### src/rtl/tpm_pkg.sv
// Constants, register map and permutation table for the thumbwheel preset mapper
// Operation
// - Relays follow the four high-speed outputs exactly
// - Rows hold up to nine digits
// - Two or four switch sets per variant
// - Capture all sets automatically after reset
// - Later changes apply only on refresh command
// - Set values are positive by default
// - Sign mask bit n negates set n+1
// - Default routes set n to output n
// - Map code 0-23 selects a permutation
// - Codes 0-11 follow the first permutation table
// - Codes 12-23 follow the second permutation table
// - Sum mode: outputs 3-4 compare counter sum
// - Thresholds also serve as preset load source
package tpm_pkg;
   localparam int TPM_NUM_SETS_DEF = 4;
   localparam int TPM_DIGITS_DEF = 9;
   localparam int TPM_MAX_DIGITS = 9;
   localparam int TPM_ROW_POSITIONS = 10;
   localparam int TPM_MAG_W = 30;
   localparam int TPM_THR_W = 32;
   localparam int TPM_NUM_OUT = 4;
   localparam int TPM_ADDR_W = 5;
   localparam int TPM_MAP_CODES = 24;

   // Byte addresses
   localparam logic [TPM_ADDR_W-1:0] TPM_OFS_CTRL = 5'h00;
   localparam logic [TPM_ADDR_W-1:0] TPM_OFS_STATUS = 5'h04;
   localparam logic [TPM_ADDR_W-1:0] TPM_OFS_THR0 = 5'h08;
   localparam logic [TPM_ADDR_W-1:0] TPM_OFS_THR1 = 5'h0c;
   localparam logic [TPM_ADDR_W-1:0] TPM_OFS_THR2 = 5'h10;
   localparam logic [TPM_ADDR_W-1:0] TPM_OFS_THR3 = 5'h14;

   // Control register fields
   localparam int TPM_CTRL_SIGN_LSB = 0;
   localparam int TPM_CTRL_MAP_LSB = 4;
   localparam int TPM_CTRL_SUM_BIT = 9;
   localparam int TPM_CTRL_EN_LSB = 10;
   localparam int TPM_CTRL_REFRESH_BIT = 31;

   // Status register fields
   localparam int TPM_STAT_BUSY_BIT = 0;
   localparam int TPM_STAT_PEND_BIT = 1;
   localparam int TPM_STAT_OUT_LSB = 4;
   localparam int TPM_STAT_CNT_LSB = 8;

   // Reset values
   localparam logic [3:0] TPM_SIGN_RST = 4'h0;
   localparam logic [4:0] TPM_MAP_RST = 5'h00;
   localparam logic [6:0] TPM_REFRESH_EN_RST = 7'h01;
   localparam logic [TPM_THR_W-1:0] TPM_THR_RST = 32'h0000_0000;
   // Clock cycles until synchronised pins are valid after reset
   localparam logic [1:0] TPM_SYNC_FILL = 2'h2;

   // Entry: output index for set 1 in [7:6], set 2 [5:4], set 3 [3:2], set 4 [1:0]
   localparam logic [TPM_MAP_CODES-1:0][7:0] TPM_MAP_TABLE = {
      8'he4, 8'he1, 8'hd2, 8'hd8, 8'hc9, 8'hc6,
      8'hb4, 8'hb1, 8'h93, 8'h9c, 8'h8d, 8'h87,
      8'h78, 8'h72, 8'h63, 8'h6c, 8'h4e, 8'h4b,
      8'h39, 8'h36, 8'h27, 8'h2d, 8'h1e, 8'h1b};
endpackage

### src/rtl/tpm_conv_if.sv
// Handshake between capture control and the digit converter
`timescale 1ns/100ps
`default_nettype none
interface tpm_conv_if #(
   parameter int NS = 4,
   parameter int ND = 9,
   parameter int MW = 30
);
   logic start;
   logic busy;
   logic done;
   logic [NS-1:0][ND-1:0][3:0] digits;
   logic [NS-1:0][MW-1:0] mag;
   modport ctl (output start, output digits, input busy, input done, input mag);
   modport cnv (input start, input digits, output busy, output done, output mag);
endinterface
`default_nettype wire

### src/rtl/tpm_bcd_conv.sv
// Serial decimal-to-binary converter for all switch sets in parallel
`timescale 1ns/100ps
`default_nettype none
module tpm_bcd_conv
   import tpm_pkg::*;
#(
   parameter int NS = TPM_NUM_SETS_DEF,
   parameter int ND = TPM_DIGITS_DEF
) (
   input wire logic clk,
   input wire logic nrst,
   tpm_conv_if.cnv conv
);
   typedef struct packed {
      logic busy;
      logic done;
      logic [3:0] cnt;
      logic [NS-1:0][ND-1:0][3:0] snap;
      logic [NS-1:0][TPM_MAG_W-1:0] acc;
   } tpm_conv_state_t;

   tpm_conv_state_t q, d;

   always_comb begin
      logic [3:0] idx;
      idx = 4'(ND - 1) - q.cnt;
      d = q;
      d.done = 1'b0;
      if (!q.busy && conv.start) begin
         // Snapshot: switch moves during conversion are ignored
         d.busy = 1'b1;
         d.cnt = 4'h0;
         d.snap = conv.digits;
         d.acc = '0;
      end else if (q.busy) begin
         for (int s = 0; s < NS; s++) begin
            d.acc[s] = TPM_MAG_W'({q.acc[s], 3'b000}) + TPM_MAG_W'({q.acc[s], 1'b0})
               + TPM_MAG_W'(q.snap[s][idx]);
         end
         d.cnt = q.cnt + 4'h1;
         if (q.cnt == 4'(ND - 1)) begin
            d.busy = 1'b0;
            d.done = 1'b1;
         end
      end
   end

   always_ff @(posedge clk or negedge nrst) begin
      if (!nrst) begin
         q <= '0;
      end else begin
         q <= d;
      end
   end

   assign conv.busy = q.busy;
   assign conv.done = q.done;
   assign conv.mag = q.acc;
endmodule
`default_nettype wire

### src/rtl/tpm_perm_map.sv
// Decoder from map code to the output index of each switch set
`timescale 1ns/100ps
`default_nettype none
module tpm_perm_map
   import tpm_pkg::*;
(
   input wire logic [4:0] code,
   output logic [TPM_NUM_OUT-1:0][1:0] dest,
   output logic valid
);
   // Only codes below 24 are permutations
   assign valid = (code < 5'(TPM_MAP_CODES));

   for (genvar g = 0; g < TPM_NUM_OUT; g++) begin : gSet
      assign dest[g] = valid ? TPM_MAP_TABLE[code][7-2*g -: 2] : 2'(g);
   end
endmodule
`default_nettype wire

### src/rtl/tpm_top.sv
// Thumbwheel capture, sign and output mapping with threshold comparators
//
// Added by the designer: the register offsets and the Avalon-MM slave port.
`timescale 1ns/100ps
`default_nettype none
module tpm_top
   import tpm_pkg::*;
#(
   parameter int NS = TPM_NUM_SETS_DEF,
   parameter int ND = TPM_DIGITS_DEF
) (
   input wire logic clk,
   input wire logic nrst,
   input wire logic [TPM_ADDR_W-1:0] address,
   input wire logic read,
   input wire logic write,
   input wire logic [31:0] writedata,
   output logic [31:0] readdata,
   output logic waitrequest,
   input wire logic [2:0] keyIn,
   input wire logic [3:0] ctrlIn,
   input wire logic [NS-1:0][ND-1:0][3:0] thumbDigits,
   input wire logic [TPM_THR_W-1:0] count1,
   input wire logic [TPM_THR_W-1:0] count2,
   input wire logic [1:0] presetSel,
   output logic [TPM_NUM_OUT-1:0][TPM_THR_W-1:0] thresholdOut,
   output logic [TPM_NUM_OUT-1:0] highSpeedOut,
   output logic [TPM_NUM_OUT-1:0] relayOut,
   output logic [TPM_THR_W-1:0] presetValue
);
   if (NS != 2 && NS != 4) begin : gBadSets
      $error("tpm_top: NS must be 2 or 4");
   end
   // Nine digits and one blank within ten positions
   if (ND < 1 || ND > TPM_MAX_DIGITS || ND + 1 > TPM_ROW_POSITIONS) begin : gBadDigits
      $error("tpm_top: ND out of range");
   end
   // Sign handling needs two spare bits above the magnitude
   if (TPM_THR_W != TPM_MAG_W + 2) begin : gBadWidth
      $error("tpm_top: threshold width must be magnitude width plus two");
   end
   // Table entries hold four two-bit output indices
   if (TPM_NUM_OUT != 4) begin : gBadOut
      $error("tpm_top: the map table serves exactly four outputs");
   end
   // Every map entry must send the sets to distinct outputs
   for (genvar c = 0; c < TPM_MAP_CODES; c++) begin : gMapCheck
      for (genvar a = 0; a < TPM_NUM_OUT; a++) begin : gFirst
         for (genvar b = a + 1; b < TPM_NUM_OUT; b++) begin : gSecond
            if (TPM_MAP_TABLE[c][7-2*a -: 2] == TPM_MAP_TABLE[c][7-2*b -: 2]) begin : gClash
               $error("tpm_top: map entry is not a permutation");
            end
         end
      end
   end

   typedef struct packed {
      logic [2:0] keySync1;
      logic [2:0] keySync2;
      logic [2:0] keyPrev;
      logic [3:0] inSync1;
      logic [3:0] inSync2;
      logic [3:0] inPrev;
      logic [NS-1:0][ND-1:0][3:0] digSync1;
      logic [NS-1:0][ND-1:0][3:0] digSync2;
      logic [3:0] signMask;
      logic [4:0] outMap;
      logic sumMode;
      logic [6:0] refreshEn;
      logic pending;
      logic start;
      logic [TPM_NUM_OUT-1:0][TPM_THR_W-1:0] thr;
      logic [TPM_NUM_OUT-1:0] hsOut;
      logic [TPM_NUM_OUT-1:0] relay;
      logic [TPM_THR_W-1:0] preset;
      logic waitReq;
      logic [31:0] rdData;
      logic [7:0] capCount;
      logic [1:0] warm;
   } tpm_state_t;

   tpm_state_t q, d;

   tpm_conv_if #(.NS(NS), .ND(ND), .MW(TPM_MAG_W)) convBus ();

   logic [TPM_NUM_OUT-1:0][1:0] setDest;
   logic mapValid;
   logic [4:0] mapCode;
   logic [TPM_NUM_OUT-1:0][TPM_MAG_W-1:0] magAll;

   tpm_bcd_conv #(
      .NS(NS),
      .ND(ND)
   ) uConv (
      .clk(clk),
      .nrst(nrst),
      .conv(convBus.cnv)
   );

   // Decoder follows the stored code; written codes are range-checked apart
   assign mapCode = q.outMap;

   tpm_perm_map uPerm (
      .code(mapCode),
      .dest(setDest),
      .valid(mapValid)
   );

   for (genvar g = 0; g < TPM_NUM_OUT; g++) begin : gMag
      if (g < NS) begin : gPresent
         assign magAll[g] = convBus.mag[g];
      end else begin : gAbsent
         assign magAll[g] = '0;
      end
   end

   assign convBus.start = q.start;
   assign convBus.digits = q.digSync2;

   always_comb begin
      logic access;
      logic refreshCmd;
      logic trig;
      logic [TPM_THR_W-1:0] val;
      logic [TPM_THR_W-1:0] cmpSum;
      logic [TPM_NUM_OUT-1:0][TPM_THR_W-1:0] cmpSrc;
      logic [TPM_NUM_OUT-1:0][1:0] destNow;
      logic commit;
      logic converting;
      logic [4:0] newMap;
      access = 1'b0;
      commit = 1'b0;
      converting = 1'b0;
      newMap = '0;
      refreshCmd = 1'b0;
      trig = 1'b0;
      val = '0;
      cmpSum = '0;
      cmpSrc = '0;
      destNow = setDest;
      d = q;

      // Pins pass two flops before use
      d.keySync1 = keyIn;
      d.keySync2 = q.keySync1;
      d.keyPrev = q.keySync2;
      d.inSync1 = ctrlIn;
      d.inSync2 = q.inSync1;
      d.inPrev = q.inSync2;
      d.digSync1 = thumbDigits;
      d.digSync2 = q.digSync1;

      // One wait cycle, then a single-cycle answer
      access = (read || write) && q.waitReq;
      d.waitReq = !access;
      // Writes land on the edge where the master sees waitrequest low
      commit = write && !q.waitReq;
      newMap = writedata[TPM_CTRL_MAP_LSB +: 5];
      // Start and done cycles read as converting, so polls see no gap
      converting = q.start || convBus.busy || convBus.done;
      if (commit) begin
         if (address == TPM_OFS_CTRL) begin
            d.signMask = writedata[TPM_CTRL_SIGN_LSB +: 4];
            if (newMap < 5'(TPM_MAP_CODES)) begin
               d.outMap = newMap;
            end
            d.sumMode = writedata[TPM_CTRL_SUM_BIT];
            d.refreshEn = writedata[TPM_CTRL_EN_LSB +: 7];
            refreshCmd = writedata[TPM_CTRL_REFRESH_BIT];
         end
      end
      if (access && read) begin
         unique case (address)
            TPM_OFS_CTRL: begin
               d.rdData = {15'h0000, q.refreshEn, q.sumMode, q.outMap, q.signMask};
            end
            TPM_OFS_STATUS: begin
               d.rdData = {16'h0000, q.capCount, q.hsOut, 2'b00, q.pending, converting};
            end
            TPM_OFS_THR0: begin
               d.rdData = q.thr[0];
            end
            TPM_OFS_THR1: begin
               d.rdData = q.thr[1];
            end
            TPM_OFS_THR2: begin
               d.rdData = q.thr[2];
            end
            TPM_OFS_THR3: begin
               d.rdData = q.thr[3];
            end
            default: begin
               d.rdData = 32'h0000_0000;
            end
         endcase
      end

      // Rising edge of an enabled key or input
      trig = |({q.inSync2 & ~q.inPrev, q.keySync2 & ~q.keyPrev} & q.refreshEn);

      // Hold the first capture until the digit synchroniser shows the pins
      if (q.warm != TPM_SYNC_FILL) begin
         d.warm = q.warm + 2'h1;
      end
      // Launch clears pending; a new request in that cycle wins
      d.start = 1'b0;
      if (q.pending && q.warm == TPM_SYNC_FILL && !convBus.busy && !q.start) begin
         d.start = 1'b1;
         d.pending = 1'b0;
      end
      if (trig || refreshCmd) begin
         d.pending = 1'b1;
      end

      // All thresholds load in the done cycle
      if (convBus.done) begin
         for (int s = 0; s < TPM_NUM_OUT; s++) begin
            val = {2'b00, magAll[s]};
            if (q.signMask[s]) begin
               val = TPM_THR_W'(-val);
            end
            d.thr[mapValid ? destNow[s] : 2'(s)] = val;
         end
         d.capCount = q.capCount + 8'h01;
      end

      // Outputs 3 and 4 see the sum in sum mode
      cmpSum = q.sumMode ? TPM_THR_W'(count1 + count2) : count2;
      cmpSrc[0] = count1;
      cmpSrc[1] = count1;
      cmpSrc[2] = cmpSum;
      cmpSrc[3] = cmpSum;
      for (int k = 0; k < TPM_NUM_OUT; k++) begin
         d.hsOut[k] = ($signed(cmpSrc[k]) >= $signed(q.thr[k]));
      end
      d.relay = d.hsOut;

      d.preset = q.thr[presetSel];
   end

   always_ff @(posedge clk or negedge nrst) begin
      if (!nrst) begin
         q <= '0;
         q.signMask <= TPM_SIGN_RST;
         q.outMap <= TPM_MAP_RST;
         q.refreshEn <= TPM_REFRESH_EN_RST;
         q.thr <= {TPM_NUM_OUT{TPM_THR_RST}};
         q.waitReq <= 1'b1;
         q.pending <= 1'b1;
      end else begin
         q <= d;
      end
   end

   assign readdata = q.rdData;
   assign waitrequest = q.waitReq;
   assign thresholdOut = q.thr;
   assign highSpeedOut = q.hsOut;
   assign relayOut = q.relay;
   assign presetValue = q.preset;
endmodule
`default_nettype wire

### config.mk
export PLATFORM = sky130hd
export DESIGN_NAME = tpm_top
export DESIGN_NICKNAME = d
export VERILOG_FILES = /design/src/rtl/tpm_pkg.sv /design/src/rtl/tpm_conv_if.sv /design/src/rtl/tpm_bcd_conv.sv /design/src/rtl/tpm_perm_map.sv /design/src/rtl/tpm_top.sv
export SDC_FILE = /design/constraint.sdc
export NUM_CORES = 2
export LEC_CHECK = 0
export BUFFER_PORTS_ARGS = -buffer_cell sky130_fd_sc_hd__buf_2
export CAP_MARGIN = 20
export CORE_MARGIN = 1
export CORE_UTILIZATION = 65
export CTS_BUF_LIST = sky130_fd_sc_hd__clkbuf_4
export CTS_CLUSTER_SIZE = 25
export DETAILED_ROUTE_END_ITERATION = 8
export PLACE_DENSITY = 0.94
export SKIP_CTS_REPAIR_TIMING = 1
export SKIP_LAST_GASP = 1
export SYNTH_ARGS = -nofsm -noshare
export SYNTH_HDL_FRONTEND = slang
export SYNTH_HIERARCHICAL = 1
export SYNTH_SLANG_ARGS = --single-unit
### constraint.sdc
create_clock -name clk -period 11 [get_ports clk]
set_clock_uncertainty 0.05 [all_clocks]
set_input_delay 1.1 -clock clk [delete_from_list [all_inputs] [get_ports clk]]
set_output_delay 1.1 -clock clk [all_outputs]
set_load 0.01 [all_outputs]
==> results of run 1 <==
## metrics by stage
stage / instances / hold slack (ns) / util (%) / setup WS (ns)
after floorplan: 4716 / 0.281 / - / 5.38
after CTS: 6026 / -0.101 / 70.2 / 4.59
after global placement: 5657 / 0.281 / 66.6 / 4.95
after detailed placement: 5657 / 0.285 / 66.6 / 4.84
## cells by family after synthesis
family,after synthesis
multiplexers,302
AO/OA/AOI/OAI,1318
XOR/XNOR,246
AND/OR/NAND/NOR,901
adder cells (fa/ha/maj),402
buffers and inverters,742
flip-flops,805
## cell usage after synthesis, drive strengths merged (44+ instances only)
cell type	n
dfrtp	802
ha	393
nand2	341
buf	339
o21ai	305
a21oi	236
inv	210
nor2	207
mux2	196
clkbuf	193
xor2	127
xnor2	119
a21o	104
o22ai	104
o221ai	68
mux4	64
a211oi	62
a221oi	61
o31ai	60
nand4	55
nor3	45
nand3	44
## metal layers
metal  global-route usage [%]  GRT overflow
met3                     46.0             5
met2                     82.1            61
met4                     60.0            56
met1                     65.8             7
met5                     26.6             0
==> metrics.cfg, run 1 <==
[outcome]
status=did not finish
stop_stage=5_1_grt
error_line=[ERROR GRT-0232] Routing congestion too high. Check the congestion heatmap in the GUI.

[synthesis]
synth_edf_count=0
async_flop_share_pct=100
synth-simple-area-share_pct=8.82
synth.avg_cell_area_um2=10.3
ys_warn_count=6
ys_types=97
ys_ff_latch=805
ys_seq_area_share_pct=41.4
synthesis.nets=5376
synthFlopType=dfrtp_1
synth_compound_area_share_pct=18.3
synth_top_family_by_area=compound AO/OA/AOI/OAI gates
synth_top_area_share_pct=41.2
synth_area_leaders=dfrtp_1 (41%), ha_1 (10%), buf_4 (4.9%)
synth_fa_ha_area_share_pct=10.5
synthCells=4716
syn_area_um2=48700
muxShareOfSynthArea_pct=8.35
synth_xor_xnor_area_share_pct=4.44
synth_area_leader_cell=dfrtp_1

[floorplanning]
chipWidth_um=276
die_y_um=276
ios=459
initial_core_util_pct=65.5
num_rows=100

[clock_network]
cts-root-buf=clkbuf_4
ctsHtreeMaxLevel=4
numCtsBuffers=205
cts.sinks=805
clockBufferDepth=3

[place]
globalplace.congestion=1.08
place_area_um2=49500
hpwlAfterDp_mm=124
io_buffers=444

[grt]
grt-ovfl-total=129
grt_max_degree=201
antenna_found_initial=55
grt.total_usage_pct=64.2

==> run 2: changes to the inputs <==
CORE_UTILIZATION = 40   (was 65)
CTS_BUF_LIST = default   (was sky130_fd_sc_hd__clkbuf_4)
CTS_CLUSTER_SIZE = default   (was 25)
PLACE_DENSITY = default   (was 0.94)
PLACE_DENSITY_LB_ADDON = 0.15   (was default)
==> metrics.cfg, run 2 <==
[grt]
grt.total_usage_pct=27.1
grt_pass1_wl_mm=247
grt_busiest_layer=met2
met3_usage_pct=4.19
first_global_vias=37600
grt_use_met1_pct=35.3
grt_max_degree=197
grt_use_met2_pct=43.7
grt-ovfl-total=0
antenna_found_initial=5

[timing]
hold_viol=0
finalCritPeriodShare_pct=55.1
tightest_slew_ns=1.20
final.setup.tns_ns=0
fin_crit_ns=6.07
setup_viol=0
grt_setup_unrepaired=false
slew_headroom_pct=19.9
drv_slew=0
fmax_mhz=165

[synthesis]
synthFlopType=dfrtp_1  ; unchanged
muxShareOfSynthArea_pct=8.35  ; unchanged
synth_fa_ha_area_share_pct=10.5  ; unchanged
synth-simple-area-share_pct=8.82  ; unchanged
ys_types=97  ; unchanged
ys_seq_area_share_pct=41.4  ; unchanged
yosysMostFrequentCell=dfrtp_1  ; unchanged
synth.avg_cell_area_um2=10.3  ; unchanged
synth_compound_area_share_pct=18.3  ; unchanged
synthesis.nets=5376  ; unchanged
synth_area_leader_cell=dfrtp_1  ; unchanged
synth_xor_xnor_area_share_pct=4.44  ; unchanged
ys_ff_latch=805  ; unchanged
synth_area_leaders=dfrtp_1 (41%), ha_1 (10%), buf_4 (4.9%)  ; unchanged
synth_top_area_share_pct=41.2  ; unchanged
synthCells=4716  ; unchanged
synth_top_family_by_area=compound AO/OA/AOI/OAI gates  ; unchanged
syn_area_um2=48700  ; unchanged
async_flop_share_pct=100  ; unchanged
synthTopCellsByCount=dfrtp_1 (802), ha_1 (393), nand2_1 (341), buf_4 (321), a21oi_1 (235)  ; unchanged
ys_warn_count=6  ; unchanged
synth_edf_count=0  ; unchanged

[route]
wire_per_inst_um=26.1
routed_wl_mm=169
antenna_left=0
drtPass1Iterations=7
drc=0
drtIter0Drc=3555
via_per_inst=5.83
route.vias.total=37800

[final_layout]
drive_gt1_share_pct=20.3
fin_nets=5448
final_util_pct=44.6
final_cell_mix=dfrtp_1 (800), buf_2 (443), ha_1 (392), nand2_1 (340), a21oi_1 (235)
finalNonFillerCells=6482
fillers=11500
final_common_cell=dfrtp_1
largest_reg_flops=158
area_growth_syn_to_layout_pct=10.1

[flow_run]
cap_violations=0

[critical_path]
worstSetupStartpointType=register
worstPathRequired_ns=11.52
worst-r2r-cell-count=19
crit_path_max_fanout=34
reg2reg_slack_ns=4.93
cpMaxStageDelayCell=a2111oi_0
cp_cell_sequence=inv_1 > ha_2 > buf_4 > mux4_2 > mux2i_1 > nor2_1 > a21oi_1 > fa_1 > inv_1 > ha_1 > a211o_1 > o211ai_1 > o21ai_1 > o21ai_1 > o211a_2 > o31ai_1 > a2111oi_0 > a31oi_1 > o41ai_1
r2r-end=uConv/conv.mag[29]
cp-end-kind=register
cp_top_family=compound AO/OA/AOI/OAI gates
crit_buf_inv=3
critical_path_arrival_ns=6.59
path_class=register to register
critPathMaxStageDelay_ns=0.65
worstReg2RegStart=uConv/q[264]

[floorplanning]
ios=459  ; unchanged
num_rows=127  ; was 100
initial_core_util_pct=40.5  ; was 65.5%
dieArea_um2=123000
core_um2=120000
chipWidth_um=351  ; was 276 um
die_y_um=351  ; was 276 um

[pwr]
powerDensity_nw_per_um2=334
power_frac_seq_pct=29.2
p_total_uw=17900
power_leakage_uw=0.0240
max-vdd-ir-drop_mv=0.161
p_sw_share_pct=46.1
net-switching-power_uw=8270
cell_internal_pwr_uw=9660
p_clk_share_pct=17.9
pwr-share-comb_pct=52.8

[clock_network]
clockBufferDepth=3  ; unchanged
cts.sinks=805  ; unchanged
clk_pin_slew_ns=0.06
cts-root-buf=clkbuf_16  ; was clkbuf_4
ctsHtreeMaxLevel=3  ; was 4
cts_tree=built
numCtsBuffers=91  ; was 205
clk_latency_ns=0.72

[place]
io_buffers=444  ; unchanged
globalplace.congestion=0.981  ; was 1.08
numPlacedInstances=6306  ; was 5657
hpwlAfterDp_mm=128  ; was 124 mm

[worst_hold_path]
hp-class=register to register
min_path_cells=0
hold_start=d[358]
hold_end=convBus.digits[128]

[outcome]
status=complete, no violations  ; was did not finish

==> run 2: cell counts after synthesis <==
Identical to the previous run, type by type.
==> run 2: layout make-up <==
class	count	area (um^2)	share of cell area [%]
well taps	1612	2020	3.76
clock buffers	125	2560	4.78
flip-flops and latches	805	20200	37.6
multi-input cells	3169	24700	46.0
repair buffers	511	2810	5.23
clock inverters	46	641	1.19
diodes	4	10.0	0.0187
inverters	210	788	1.47
==> run 2: how the worst max path moves through the flow <==
stage / from / endpoint / cells after the start
after floorplan: uConv/q[264] / uConv/conv.mag[88] / 20
after global placement: count1[6] / relayOut[3] / 18
after detailed placement: count1[6] / relayOut[3] / 18
after CTS: uConv/q[264] / uConv/conv.mag[29] / 19
after global routing: uConv/q[264] / uConv/conv.mag[26] / 18
final: uConv/q[264] / uConv/conv.mag[29] / 19
==> run 2: power by group through the flow <==
stage / Combinational, uW / Sequential (uW) / Clock (uW)
floorplan: 7600 / 4460 / 0
global placement: 9250 / 5260 / 0
detailed placement: 9380 / 5270 / 0
CTS: 9410 / 5220 / 3290
global route: 10500 / 5340 / 3420
finish: 9470 / 5240 / 3220
==> run 2: layer usage <==
layer | wire (um) | up-vias | part of all wire, %
met5 | 0 | - | 0
met3 | 11300 | 340 | 6.7
met2 | 78800 | 1534 | 47
met4 | 8830 | 0 | 5.2
met1 | 70500 | 18700 | 42
li1 | - | 17200 | -
==> run 2: cell families after synthesis <==
logic type | after synthesis
adders and majority gates | 402
xor gates and xnor gates | 246
buffers and inverters | 742
and+or+nand+nor | 901
muxes | 302
DFF | 805
AOI/OAI and AO/OA | 1318
==> run 2: metrics by stage <==
stage / setup slack (ns) / cell area (um^2) / hold WS, ns
CTS: 4.73 / 53600 / 0.286
floorplan: 5.38 / 48700 / 0.281
global placement: 4.55 / 50400 / 0.282
global route: 4.48 / 53600 / 0.297
finish: 4.93 / 53600 / 0.284
detailed placement: 4.53 / 50400 / 0.285
No activity file was read; power rests on OpenSTA's default activity.
